## src/sdms_pkg.sv

```systemverilog
// shared constants and carrier types of the step/dir microstep sequencer
// assumes a single 250 MHz clock domain
package sdms_pkg;
    // ======================================================
    // register map, byte addresses
    localparam logic [3:0] REG_IRQ_STATUS = 4'h0;
    localparam logic [3:0] REG_IRQ_MASK = 4'h4;
    localparam logic [3:0] REG_POSITION = 4'h8;
    localparam logic [3:0] REG_STRAPS = 4'hC;
    localparam logic [1:0] RESP_OKAY = 2'h0;
    localparam logic [1:0] RESP_DECERR = 2'h3;
    // ======================================================
    // interrupt bits
    localparam int IRQ_BITS = 3;
    localparam int IRQ_FAULT = 0;
    localparam int IRQ_INDEX = 1;
    localparam int IRQ_STANDBY = 2;
    // ======================================================
    // motion and current constants
    localparam int POS_W = 10;
    localparam logic [8:0] STEP_FULL = 9'h100;
    localparam logic [3:0] RES_MAX_CODE = 4'h8;
    localparam logic [8:0] SCALE_FULL = 9'h100;
    localparam logic [8:0] SCALE_MIN = 9'h057;
    localparam int STANDBY_DELAY_CYCLES = 3000000;
    localparam int RAMP_TOTAL_CYCLES = 44000000;
    localparam int CLK_DETECT_CYCLES = 64;
    localparam int SYNC_W = 13;
    // ======================================================
    // carriers
    typedef struct packed {
        logic neg;
        logic [7:0] mag;
    } sdms_coil_t;
    typedef struct packed {
        logic short_out;
        logic over_temp;
        logic under_volt;
    } sdms_fault_t;
    typedef struct packed {
        logic disable_drv;
        logic [5:0] cfg;
    } sdms_strap_t;
endpackage

```

## src/sdms_sequencer.sv

```systemverilog
// step/dir microstep sequencer with standstill reduction and AXI4-Lite status
// assumes all pins asynchronous to aclk; analog blocks report faults as levels
//
// Overview of operation
// - only rising step edges move the position
// - way-select sampled at each active step edge
// - full step or 2..256 microsteps per step
// - low way-select counts up, high down
// - table maps counter to sine/cosine coil setpoints
// - standby starts after 3M idle cycles, enabled
// - current ramps softly 100% to 34% in 44M
// - configuration from seven strap inputs, interrupt mask written over AXI4-Lite
// - internal oscillator unless external clock toggles
// - two status outputs for external controller
// - shorts, overtemperature, undervoltage disable the driver
// - open-drain fault output from error until disable strap clears it
// - open-drain index output at table position
// - disable strap high turns motor outputs off
`timescale 1ns/1ps
`default_nettype none
module sdms_sequencer #(
    parameter int STANDBY_DELAY = sdms_pkg::STANDBY_DELAY_CYCLES,
    parameter int RAMP_TOTAL = sdms_pkg::RAMP_TOTAL_CYCLES
) (
    input wire logic aclk,
    input wire logic aresetn,
    input wire logic [3:0] s_axi_awaddr,
    input wire logic s_axi_awvalid,
    output logic s_axi_awready,
    input wire logic [31:0] s_axi_wdata,
    input wire logic [3:0] s_axi_wstrb,
    input wire logic s_axi_wvalid,
    output logic s_axi_wready,
    output logic [1:0] s_axi_bresp,
    output logic s_axi_bvalid,
    input wire logic s_axi_bready,
    input wire logic [3:0] s_axi_araddr,
    input wire logic s_axi_arvalid,
    output logic s_axi_arready,
    output logic [31:0] s_axi_rdata,
    output logic [1:0] s_axi_rresp,
    output logic s_axi_rvalid,
    input wire logic s_axi_rready,
    input wire logic step_pin,
    input wire logic dir_pin,
    input wire logic ext_clk_pin,
    input wire sdms_pkg::sdms_strap_t strap_pins,
    input wire sdms_pkg::sdms_fault_t fault_pins,
    output sdms_pkg::sdms_coil_t coil_a,
    output sdms_pkg::sdms_coil_t coil_b,
    output logic drive_enable,
    output logic ext_clock_sel,
    output logic error_out,
    output logic error_oe,
    output logic index_out,
    output logic index_oe,
    output logic irq
);
    localparam int RAMP_STEP = RAMP_TOTAL / 32'(sdms_pkg::SCALE_FULL - sdms_pkg::SCALE_MIN);

    // ======================================================
    // input synchronisers
    logic [sdms_pkg::SYNC_W-1:0] sync1;
    logic [sdms_pkg::SYNC_W-1:0] sync2;
    always_ff @(posedge aclk) begin
        if (!aresetn) begin
            sync1 <= '0;
            sync2 <= '0;
        end else begin
            sync1 <= {step_pin, dir_pin, ext_clk_pin, strap_pins, fault_pins};
            sync2 <= sync1;
        end
    end
    logic step_s, dir_s, ext_s;
    sdms_pkg::sdms_strap_t strap_s;
    sdms_pkg::sdms_fault_t fault_s;
    assign {step_s, dir_s, ext_s, strap_s, fault_s} = sync2;

    // ======================================================
    // step edge and resolution
    logic step_prev;
    always_ff @(posedge aclk) begin
        if (!aresetn) step_prev <= 1'b0;
        else step_prev <= step_s;
    end
    logic step_rise;
    assign step_rise = step_s && !step_prev;

    logic [3:0] res_code;
    logic [8:0] incr;
    assign res_code = strap_s.cfg[3:0];
    always_comb begin
        if (res_code == 4'h0) incr = sdms_pkg::STEP_FULL;
        else if (res_code <= sdms_pkg::RES_MAX_CODE) incr = sdms_pkg::STEP_FULL >> res_code;
        else incr = 9'h001;
    end

    // ======================================================
    // microstep counter
    logic [sdms_pkg::POS_W-1:0] position;
    always_ff @(posedge aclk) begin
        if (!aresetn) position <= '0;
        else if (step_rise) begin
            if (!dir_s) position <= position + 10'(incr);
            else position <= position - 10'(incr);
        end
    end

    // ======================================================
    // standstill reduction
    logic [31:0] idle_cnt;
    logic [31:0] ramp_cnt;
    logic [8:0] scale;
    logic standby;
    assign standby = strap_s.cfg[4] && (idle_cnt > 32'(STANDBY_DELAY));
    always_ff @(posedge aclk) begin
        if (!aresetn) idle_cnt <= '0;
        else if (step_rise) idle_cnt <= '0;
        else if (idle_cnt <= 32'(STANDBY_DELAY)) idle_cnt <= idle_cnt + 32'h0000_0001;
    end
    // one scale unit per ramp step
    always_ff @(posedge aclk) begin
        if (!aresetn) begin
            scale <= sdms_pkg::SCALE_FULL;
            ramp_cnt <= '0;
        end else if (!standby) begin
            scale <= sdms_pkg::SCALE_FULL;
            ramp_cnt <= '0;
        end else if (scale > sdms_pkg::SCALE_MIN) begin
            if (ramp_cnt >= 32'(RAMP_STEP - 1)) begin
                ramp_cnt <= '0;
                scale <= scale - 9'h001;
            end else begin
                ramp_cnt <= ramp_cnt + 32'h0000_0001;
            end
        end
    end

    // ======================================================
    // sine table and coil setpoints
    function automatic logic [7:0] quarter_sine(input logic [4:0] i);
        logic [7:0] v;
        v = 8'h00;
        case (i)
            5'd0: v = 8'h00;
            5'd1: v = 8'h19;
            5'd2: v = 8'h32;
            5'd3: v = 8'h4A;
            5'd4: v = 8'h62;
            5'd5: v = 8'h79;
            5'd6: v = 8'h8E;
            5'd7: v = 8'hA2;
            5'd8: v = 8'hB5;
            5'd9: v = 8'hC6;
            5'd10: v = 8'hD5;
            5'd11: v = 8'hE2;
            5'd12: v = 8'hED;
            5'd13: v = 8'hF5;
            5'd14: v = 8'hFB;
            default: v = 8'hFF;
        endcase
        return v;
    endfunction
    function automatic sdms_pkg::sdms_coil_t table_at(input logic [9:0] p, input logic [8:0] s);
        logic [4:0] idx;
        logic [16:0] prod;
        sdms_pkg::sdms_coil_t c;
        idx = p[8] ? 5'd16 - {1'b0, p[7:4]} : {1'b0, p[7:4]};
        prod = quarter_sine(idx) * s;
        c.neg = p[9];
        c.mag = prod[15:8];
        return c;
    endfunction

    logic fault_latched;
    logic run;
    assign run = !strap_s.disable_drv && !fault_latched;
    always_ff @(posedge aclk) begin
        if (!aresetn) begin
            coil_a <= '0;
            coil_b <= '0;
            drive_enable <= 1'b0;
        end else begin
            coil_a <= run ? table_at(position, scale) : '0;
            coil_b <= run ? table_at(position + 10'h100, scale) : '0;
            drive_enable <= run;
        end
    end

    // ======================================================
    // protection and status pins
    // latch fault, clear by disable strap
    always_ff @(posedge aclk) begin
        if (!aresetn) fault_latched <= 1'b0;
        else if (|fault_s) fault_latched <= 1'b1;
        else if (strap_s.disable_drv) fault_latched <= 1'b0;
    end
    always_ff @(posedge aclk) begin
        if (!aresetn) begin
            error_oe <= 1'b0;
            index_oe <= 1'b0;
            error_out <= 1'b0;
            index_out <= 1'b0;
        end else begin
            error_oe <= fault_latched;
            index_oe <= (position == '0);
            error_out <= 1'b0;
            index_out <= 1'b0;
        end
    end

    // ======================================================
    // clock source detect
    logic ext_prev;
    logic [6:0] clk_quiet;
    always_ff @(posedge aclk) begin
        if (!aresetn) begin
            ext_prev <= 1'b0;
            clk_quiet <= '0;
            ext_clock_sel <= 1'b0;
        end else begin
            ext_prev <= ext_s;
            if (ext_s != ext_prev) begin
                clk_quiet <= '0;
                ext_clock_sel <= 1'b1;
            end else if (clk_quiet >= 7'(sdms_pkg::CLK_DETECT_CYCLES)) begin
                ext_clock_sel <= 1'b0;
            end else begin
                clk_quiet <= clk_quiet + 7'h01;
            end
        end
    end

    // ======================================================
    // interrupts
    logic [sdms_pkg::IRQ_BITS-1:0] irq_status, irq_mask, irq_set, irq_clr;
    logic standby_prev, index_prev;
    logic wr_fire;
    logic [3:0] wr_addr;
    logic [31:0] wr_data;
    logic wr_strb0;
    always_ff @(posedge aclk) begin
        if (!aresetn) begin
            standby_prev <= 1'b0;
            index_prev <= 1'b0;
        end else begin
            standby_prev <= standby;
            index_prev <= (position == '0);
        end
    end
    always_comb begin
        irq_set = '0;
        irq_set[sdms_pkg::IRQ_FAULT] = (|fault_s) && !fault_latched;
        irq_set[sdms_pkg::IRQ_INDEX] = (position == '0) && !index_prev;
        irq_set[sdms_pkg::IRQ_STANDBY] = standby && !standby_prev;
        irq_clr = '0;
        if (wr_fire && wr_addr == sdms_pkg::REG_IRQ_STATUS && wr_strb0)
            irq_clr = wr_data[sdms_pkg::IRQ_BITS-1:0];
    end
    // set wins over clear
    always_ff @(posedge aclk) begin
        if (!aresetn) irq_status <= '0;
        else irq_status <= (irq_status & ~irq_clr) | irq_set;
    end
    always_ff @(posedge aclk) begin
        if (!aresetn) irq_mask <= '0;
        else if (wr_fire && wr_addr == sdms_pkg::REG_IRQ_MASK && wr_strb0)
            irq_mask <= wr_data[sdms_pkg::IRQ_BITS-1:0];
    end
    always_ff @(posedge aclk) begin
        if (!aresetn) irq <= 1'b0;
        else irq <= |(irq_status & irq_mask);
    end

    // ======================================================
    // AXI4-Lite write channel
    logic aw_got, w_got;
    assign wr_fire = aw_got && w_got && !s_axi_bvalid;
    always_ff @(posedge aclk) begin
        if (!aresetn) begin
            s_axi_awready <= 1'b1;
            s_axi_wready <= 1'b1;
            s_axi_bvalid <= 1'b0;
            s_axi_bresp <= sdms_pkg::RESP_OKAY;
            aw_got <= 1'b0;
            w_got <= 1'b0;
            wr_addr <= '0;
            wr_data <= '0;
            wr_strb0 <= 1'b0;
        end else begin
            if (s_axi_awvalid && s_axi_awready) begin
                wr_addr <= s_axi_awaddr;
                aw_got <= 1'b1;
                s_axi_awready <= 1'b0;
            end
            if (s_axi_wvalid && s_axi_wready) begin
                wr_data <= s_axi_wdata;
                wr_strb0 <= s_axi_wstrb[0];
                w_got <= 1'b1;
                s_axi_wready <= 1'b0;
            end
            if (wr_fire) begin
                s_axi_bvalid <= 1'b1;
                s_axi_bresp <= (wr_addr == sdms_pkg::REG_IRQ_STATUS
                    || wr_addr == sdms_pkg::REG_IRQ_MASK) ? sdms_pkg::RESP_OKAY
                    : sdms_pkg::RESP_DECERR;
            end
            if (s_axi_bvalid && s_axi_bready) begin
                s_axi_bvalid <= 1'b0;
                aw_got <= 1'b0;
                w_got <= 1'b0;
                s_axi_awready <= 1'b1;
                s_axi_wready <= 1'b1;
            end
        end
    end

    // ======================================================
    // AXI4-Lite read channel
    always_ff @(posedge aclk) begin
        if (!aresetn) begin
            s_axi_arready <= 1'b1;
            s_axi_rvalid <= 1'b0;
            s_axi_rdata <= '0;
            s_axi_rresp <= sdms_pkg::RESP_OKAY;
        end else if (s_axi_arvalid && s_axi_arready) begin
            s_axi_arready <= 1'b0;
            s_axi_rvalid <= 1'b1;
            s_axi_rresp <= sdms_pkg::RESP_OKAY;
            unique case (s_axi_araddr)
                sdms_pkg::REG_IRQ_STATUS: s_axi_rdata <= 32'(irq_status);
                sdms_pkg::REG_IRQ_MASK: s_axi_rdata <= 32'(irq_mask);
                sdms_pkg::REG_POSITION: s_axi_rdata <= {7'h00, scale, 6'h00, position};
                sdms_pkg::REG_STRAPS: s_axi_rdata <= {22'h00_0000, fault_latched,
                    ext_clock_sel, drive_enable, strap_s};
                default: begin
                    s_axi_rdata <= '0;
                    s_axi_rresp <= sdms_pkg::RESP_DECERR;
                end
            endcase
        end else if (s_axi_rvalid && s_axi_rready) begin
            s_axi_rvalid <= 1'b0;
            s_axi_arready <= 1'b1;
        end
    end

    // ======================================================
    // assertions
    property p_rise_only;
        @(posedge aclk) disable iff (!aresetn) !step_rise |=> $stable(position);
    endproperty
    a_rise_only: assert property (p_rise_only) else $error("position moved without rising step");
    property p_dir_back;
        @(posedge aclk) disable iff (!aresetn)
            step_rise && dir_s |=> position == $past(position) - 10'($past(incr));
    endproperty
    a_dir_back: assert property (p_dir_back) else $error("high way-select did not count down");
    property p_res_full;
        @(posedge aclk) disable iff (!aresetn) res_code == 4'h0 |-> incr == 9'h100;
    endproperty
    a_res_full: assert property (p_res_full) else $error("full step increment wrong");
    property p_dir_fwd;
        @(posedge aclk) disable iff (!aresetn)
            step_rise && !dir_s |=> position == $past(position) + 10'($past(incr));
    endproperty
    a_dir_fwd: assert property (p_dir_fwd) else $error("low way-select did not count up");
    property p_table_zero;
        @(posedge aclk) disable iff (!aresetn)
            position == '0 && run ##1 $stable(position) |-> coil_a.mag == 8'h00 && coil_b.mag != 8'h00;
    endproperty
    a_table_zero: assert property (p_table_zero) else $error("table origin setpoints wrong");
    property p_idle_gate;
        @(posedge aclk) disable iff (!aresetn)
            scale < sdms_pkg::SCALE_FULL |->
                $past(strap_s.cfg[4]) && $past(idle_cnt) > 32'(STANDBY_DELAY);
    endproperty
    a_idle_gate: assert property (p_idle_gate) else $error("reduction before idle delay");
    property p_ramp_soft;
        @(posedge aclk) disable iff (!aresetn)
            standby && $past(standby) |-> scale + 9'h001 >= $past(scale) && scale >= sdms_pkg::SCALE_MIN;
    endproperty
    a_ramp_soft: assert property (p_ramp_soft) else $error("current scale jumped");
    property p_disable;
        @(posedge aclk) disable iff (!aresetn) strap_s.disable_drv |=> !drive_enable && coil_a == '0;
    endproperty
    a_disable: assert property (p_disable) else $error("outputs active while disabled");
    property p_fault_pin;
        @(posedge aclk) disable iff (!aresetn) |fault_s |=> ##1 error_oe && !drive_enable;
    endproperty
    a_fault_pin: assert property (p_fault_pin) else $error("fault not reported");
    property p_index_pin;
        @(posedge aclk) disable iff (!aresetn) position == '0 |=> index_oe;
    endproperty
    a_index_pin: assert property (p_index_pin) else $error("index not driven at origin");
endmodule // sdms_sequencer
`default_nettype wire

```

## config.mk

```make
export PLATFORM = sky130hd
export DESIGN_NAME = sdms_sequencer
export DESIGN_NICKNAME = d
export VERILOG_FILES = /design/src/sdms_pkg.sv /design/src/sdms_sequencer.sv
export SDC_FILE = /design/constraint.sdc
export NUM_CORES = 1
export LEC_CHECK = 0
export ABC_AREA = 1
export BUFFER_PORTS_ARGS = -buffer_cell sky130_fd_sc_hd__buf_2
export CAP_MARGIN = 25
export CORE_MARGIN = 5
export CORE_UTILIZATION = 45
export DETAILED_ROUTE_END_ITERATION = 10
export SYNTH_ARGS = -nofsm -noshare
export SYNTH_HDL_FRONTEND = slang
export SYNTH_SLANG_ARGS = --single-unit
```

## constraint.sdc

```tcl
create_clock -name aclk -period 18.2 [get_ports aclk]
set_clock_uncertainty 0.2 [all_clocks]
set_input_delay 3.64 -clock aclk [delete_from_list [all_inputs] [get_ports aclk]]
set_output_delay 3.64 -clock aclk [all_outputs]
set_load 0.01 [all_outputs]
```

==> flow_metrics.env <==
export IMPL_final_cell_area_um2=14400
export IMPL_rsz0062_at_grt="false"
export IMPL_worstSetupStartpoint="position[4]$_SDFFE_PN0P_"
export IMPL_wl_per_cell_um=13.2
export IMPL_cts_resized=0
export IMPL_synth_area_leaders="dfxtp_1 28%, fa_1 12%, nand2_1 12%"
export IMPL_finalHoldViolations=0
export IMPL_clock_sinks=185
export IMPL_grt_use_total_pct=18.5
export IMPL_drtIter0Drc=559
export IMPL_drt_pre_antenna_iters=5
export IMPL_max_freq_mhz=150
export IMPL_route_detailed_drc=0
export IMPL_synth_cell_types=53
export IMPL_yosys_most_used_dff="dfxtp_1"
export IMPL_yosysMostFrequentCell="nand2_1"
export IMPL_status="finished clean"
export IMPL_clockBufferDepth=2
export IMPL_nNetsFinal=2134
export IMPL_grt_pass1_vias=10900
export IMPL_syn_avg_cell_area_um2=7.14
export IMPL_core_rowCount=62
export IMPL_synth_edf_count=0
export IMPL_arrival_ps=6790
export IMPL_finalNonFillerCells=2294
export IMPL_required_ps=18320
export IMPL_initial_core_util_pct=45.7
export IMPL_period_minus_slack_ps=6670
export IMPL_synthCells=1840
export IMPL_core_area_um2=28800
export IMPL_grt_pass1_wl_mm=51.5
export IMPL_max_slew_margin_rel_pct=33.0
export IMPL_ys_ff_latch=185
export IMPL_multi_input_area_um2=7720
export IMPL_cts_root_buf="clkbuf_16"
export IMPL_cts_setup_buffers=0
export IMPL_hold_path_class="reg -> reg"
export IMPL_cts_made_buffers=17
export IMPL_setup_tns_ps=0
export IMPL_antenna_cells=0
export IMPL_dp_cells=2262
export IMPL_vias=11300
export IMPL_min_delay_start="sync1[5]$_SDFF_PN0_"
export IMPL_timing_final_max_slew_violations=0
export IMPL_ff_latch_area_um2=3700
export IMPL_cts_tree="done"
export IMPL_r2r_start="position[4]$_SDFFE_PN0P_"
export IMPL_antenna_found_initial=0
export IMPL_finalCritPeriodShare_pct=36.7
export IMPL_drive_gt1_share_pct=8.53
export IMPL_die_h_um=181
export IMPL_netlist_top_cells_count="403 x nand2_1, 376 x inv_1, 185 x dfxtp_1, 153 x nor2_1, 119 x a21oi_1"
export IMPL_fin_hold_ws_ps=209
export IMPL_worstSetupEndpointType="register"
export IMPL_async_flop_share_pct=0
export IMPL_finalWirelength_mm=30.2
export IMPL_ir_drop_v=0.0000542
export IMPL_place_congestion=0.895
export IMPL_start_kind="register"
export IMPL_grt_start_max_net_pins=59
export IMPL_cts_reportedPaths_clkPinSlew_ps=80
export IMPL_worstMarginPinSlew_ps=1000
export IMPL_p_per_area_nw_per_um2=68.2
export IMPL_placed_cell_area_um2=13800
export IMPL_drv_cap=0
export IMPL_seq_area_frac_synth_pct=28.2
export IMPL_synthesis_area_um2=13100
export IMPL_ant_nets=0
export IMPL_finalPower_mw=0.980
export IMPL_crit_type="reg -> reg"
export IMPL_syn2layout_area_growth_pct=9.44
export IMPL_fillers=2916
export IMPL_leakagePower_nw=7.45
export IMPL_dp_hpwl_mm=23.1
export IMPL_yosysTopAreaCell="dfxtp_1"
export IMPL_h_tree_depth=4
export IMPL_port_buffers=82
export IMPL_ys_warnings_count=0
export IMPL_dieWidth_um=181
export IMPL_clkLatencyLatePin_ps=430
export IMPL_holdBufCountCts=0
export IMPL_crit_fanout=13
export IMPL_vias_per_cell=4.90
export IMPL_synth_top_area_share_pct=28.2
export IMPL_finalSetupViolCount=0
export IMPL_die_area_um2=32700
export IMPL_boundaryPins=130
export IMPL_grt_remaining_overflow=0
[cell usage in the layout, fill, tap and decap left out, types with 3 or more instances in the layout]
master,n
nand2_1,403
inv_1,376
dfxtp_1,185
nor2_1,153
a21oi_1,119
ha_1,92
buf_2,82
fa_1,81
o21ai_0,72
nand3_1,71
nor3_1,69
xor2_1,18
nand4_1,17
clkbuf_16,17
conb_1,15
nand2_2,14
xnor2_1,14
o22ai_1,9
nor4_1,7
nand3_2,6
nor3b_1,6
clkinv_1,5
nor2_2,5
inv_8,5
inv_2,4
o211ai_1,4
o2111ai_1,4
nor2_4,4
nor3_2,4
o21ai_1,3
nand3b_1,3
or2_2,3
a21o_1,3
inv_6,3
buf_4,3
[logic make-up (layout without fill, tap and decap cells)]
logic type                 count (synthesis)  after routing  synth area share (%)
adders and majority gates                173            173                  21.1
buffers and inverters                    447            503                  13.5
DFF                                      185            185                  28.2
other                                      1             15                0.0285
and+or+nand+nor                          770            770                  25.5
AOI/OAI and AO/OA                        232            232                  9.60
xor gates and xnor gates                  32             32                  2.13
[metal layers]
metal / vias up / GRT usage (%) / routed length, um
li1: 5798 / - / -
met1: 5196 / 24.8 / 14500
met2: 218 / 31.5 / 14200
met3: 38 / 2.65 / 1130
met4: 0 / 4.57 / 392
met5: - / 0 / 0
[metrics by stage]
| stage | utilization (%) | setup WS [ps] |
|---|---|---|
| floorplan | - | 12360 |
| global placement | 47.9 | 11580 |
| detailed placement | 48.0 | 11540 |
| CTS | 50.0 | 11510 |
| global route | 50.0 | 10860 |
| finish | 50.0 | 11530 |
[final timing paths]
| check | cells after the start | slack (ps) | endpoint |
|---|---|---|---|
| hold / removal | 2 | 210 | sync2[5]$_SDFF_PN0_ |
| setup reg to reg | 26 | 11530 | coil_a[7]$_SDFF_PN0_ |
| hold reg to reg | 2 | 210 | sync2[5]$_SDFF_PN0_ |
| setup / recovery | 26 | 11530 | coil_a[7]$_SDFF_PN0_ |
[sequential cells by signal (all words and copies together), names as in the netlist, 3 cells and up]
| name | cells |
|---|---|
| s_axi_rdata | 19 |
| ramp_cnt | 32 |
| wr_data | 3 |
| coil_b | 9 |
| scale | 9 |
| sync2 | 13 |
| idle_cnt | 32 |
| wr_addr | 4 |
| irq_status | 3 |
| irq_mask | 3 |
| position | 10 |
| sync1 | 13 |
| clk_quiet | 7 |
| coil_a | 9 |
[layout make-up]
type	count	share of cell area, %
well taps	384	3.34
multi-input cells	1222	53.7
clock inverters	14	1.01
repair buffers	86	3.20
flip-flops and latches	185	25.7
inverters	385	10.0
clock buffers	18	2.98
[worst max-delay path, stage by stage (launching register included)]
cell	delay (ps)
dfxtp_1	600
inv_2	240
ha_1	370
nand2_1	90
o21ai_2	140
ha_1	250
inv_1	50
nor2_1	40
o21ai_0	180
o211ai_1	380
nand2_1	160
inv_1	70
fa_1	570
fa_1	450
fa_1	540
inv_1	50
fa_1	520
inv_1	40
ha_1	330
a21oi_1	240
nor2_1	70
nor2_1	190
nor2_1	70
a2111oi_0	450
nand3_1	140
nand2_1	80
nor2_1	40
[report_power, final]
part | switching, mW | total, mW | internal (mW) | leakage (nW)
clock network | 0.182 | 0.367 | 0.184 | 0.281
registers | 0.00943 | 0.430 | 0.421 | 1.51
logic | 0.124 | 0.184 | 0.0591 | 5.66
Note: power is estimated with default switching activity, not from simulation.
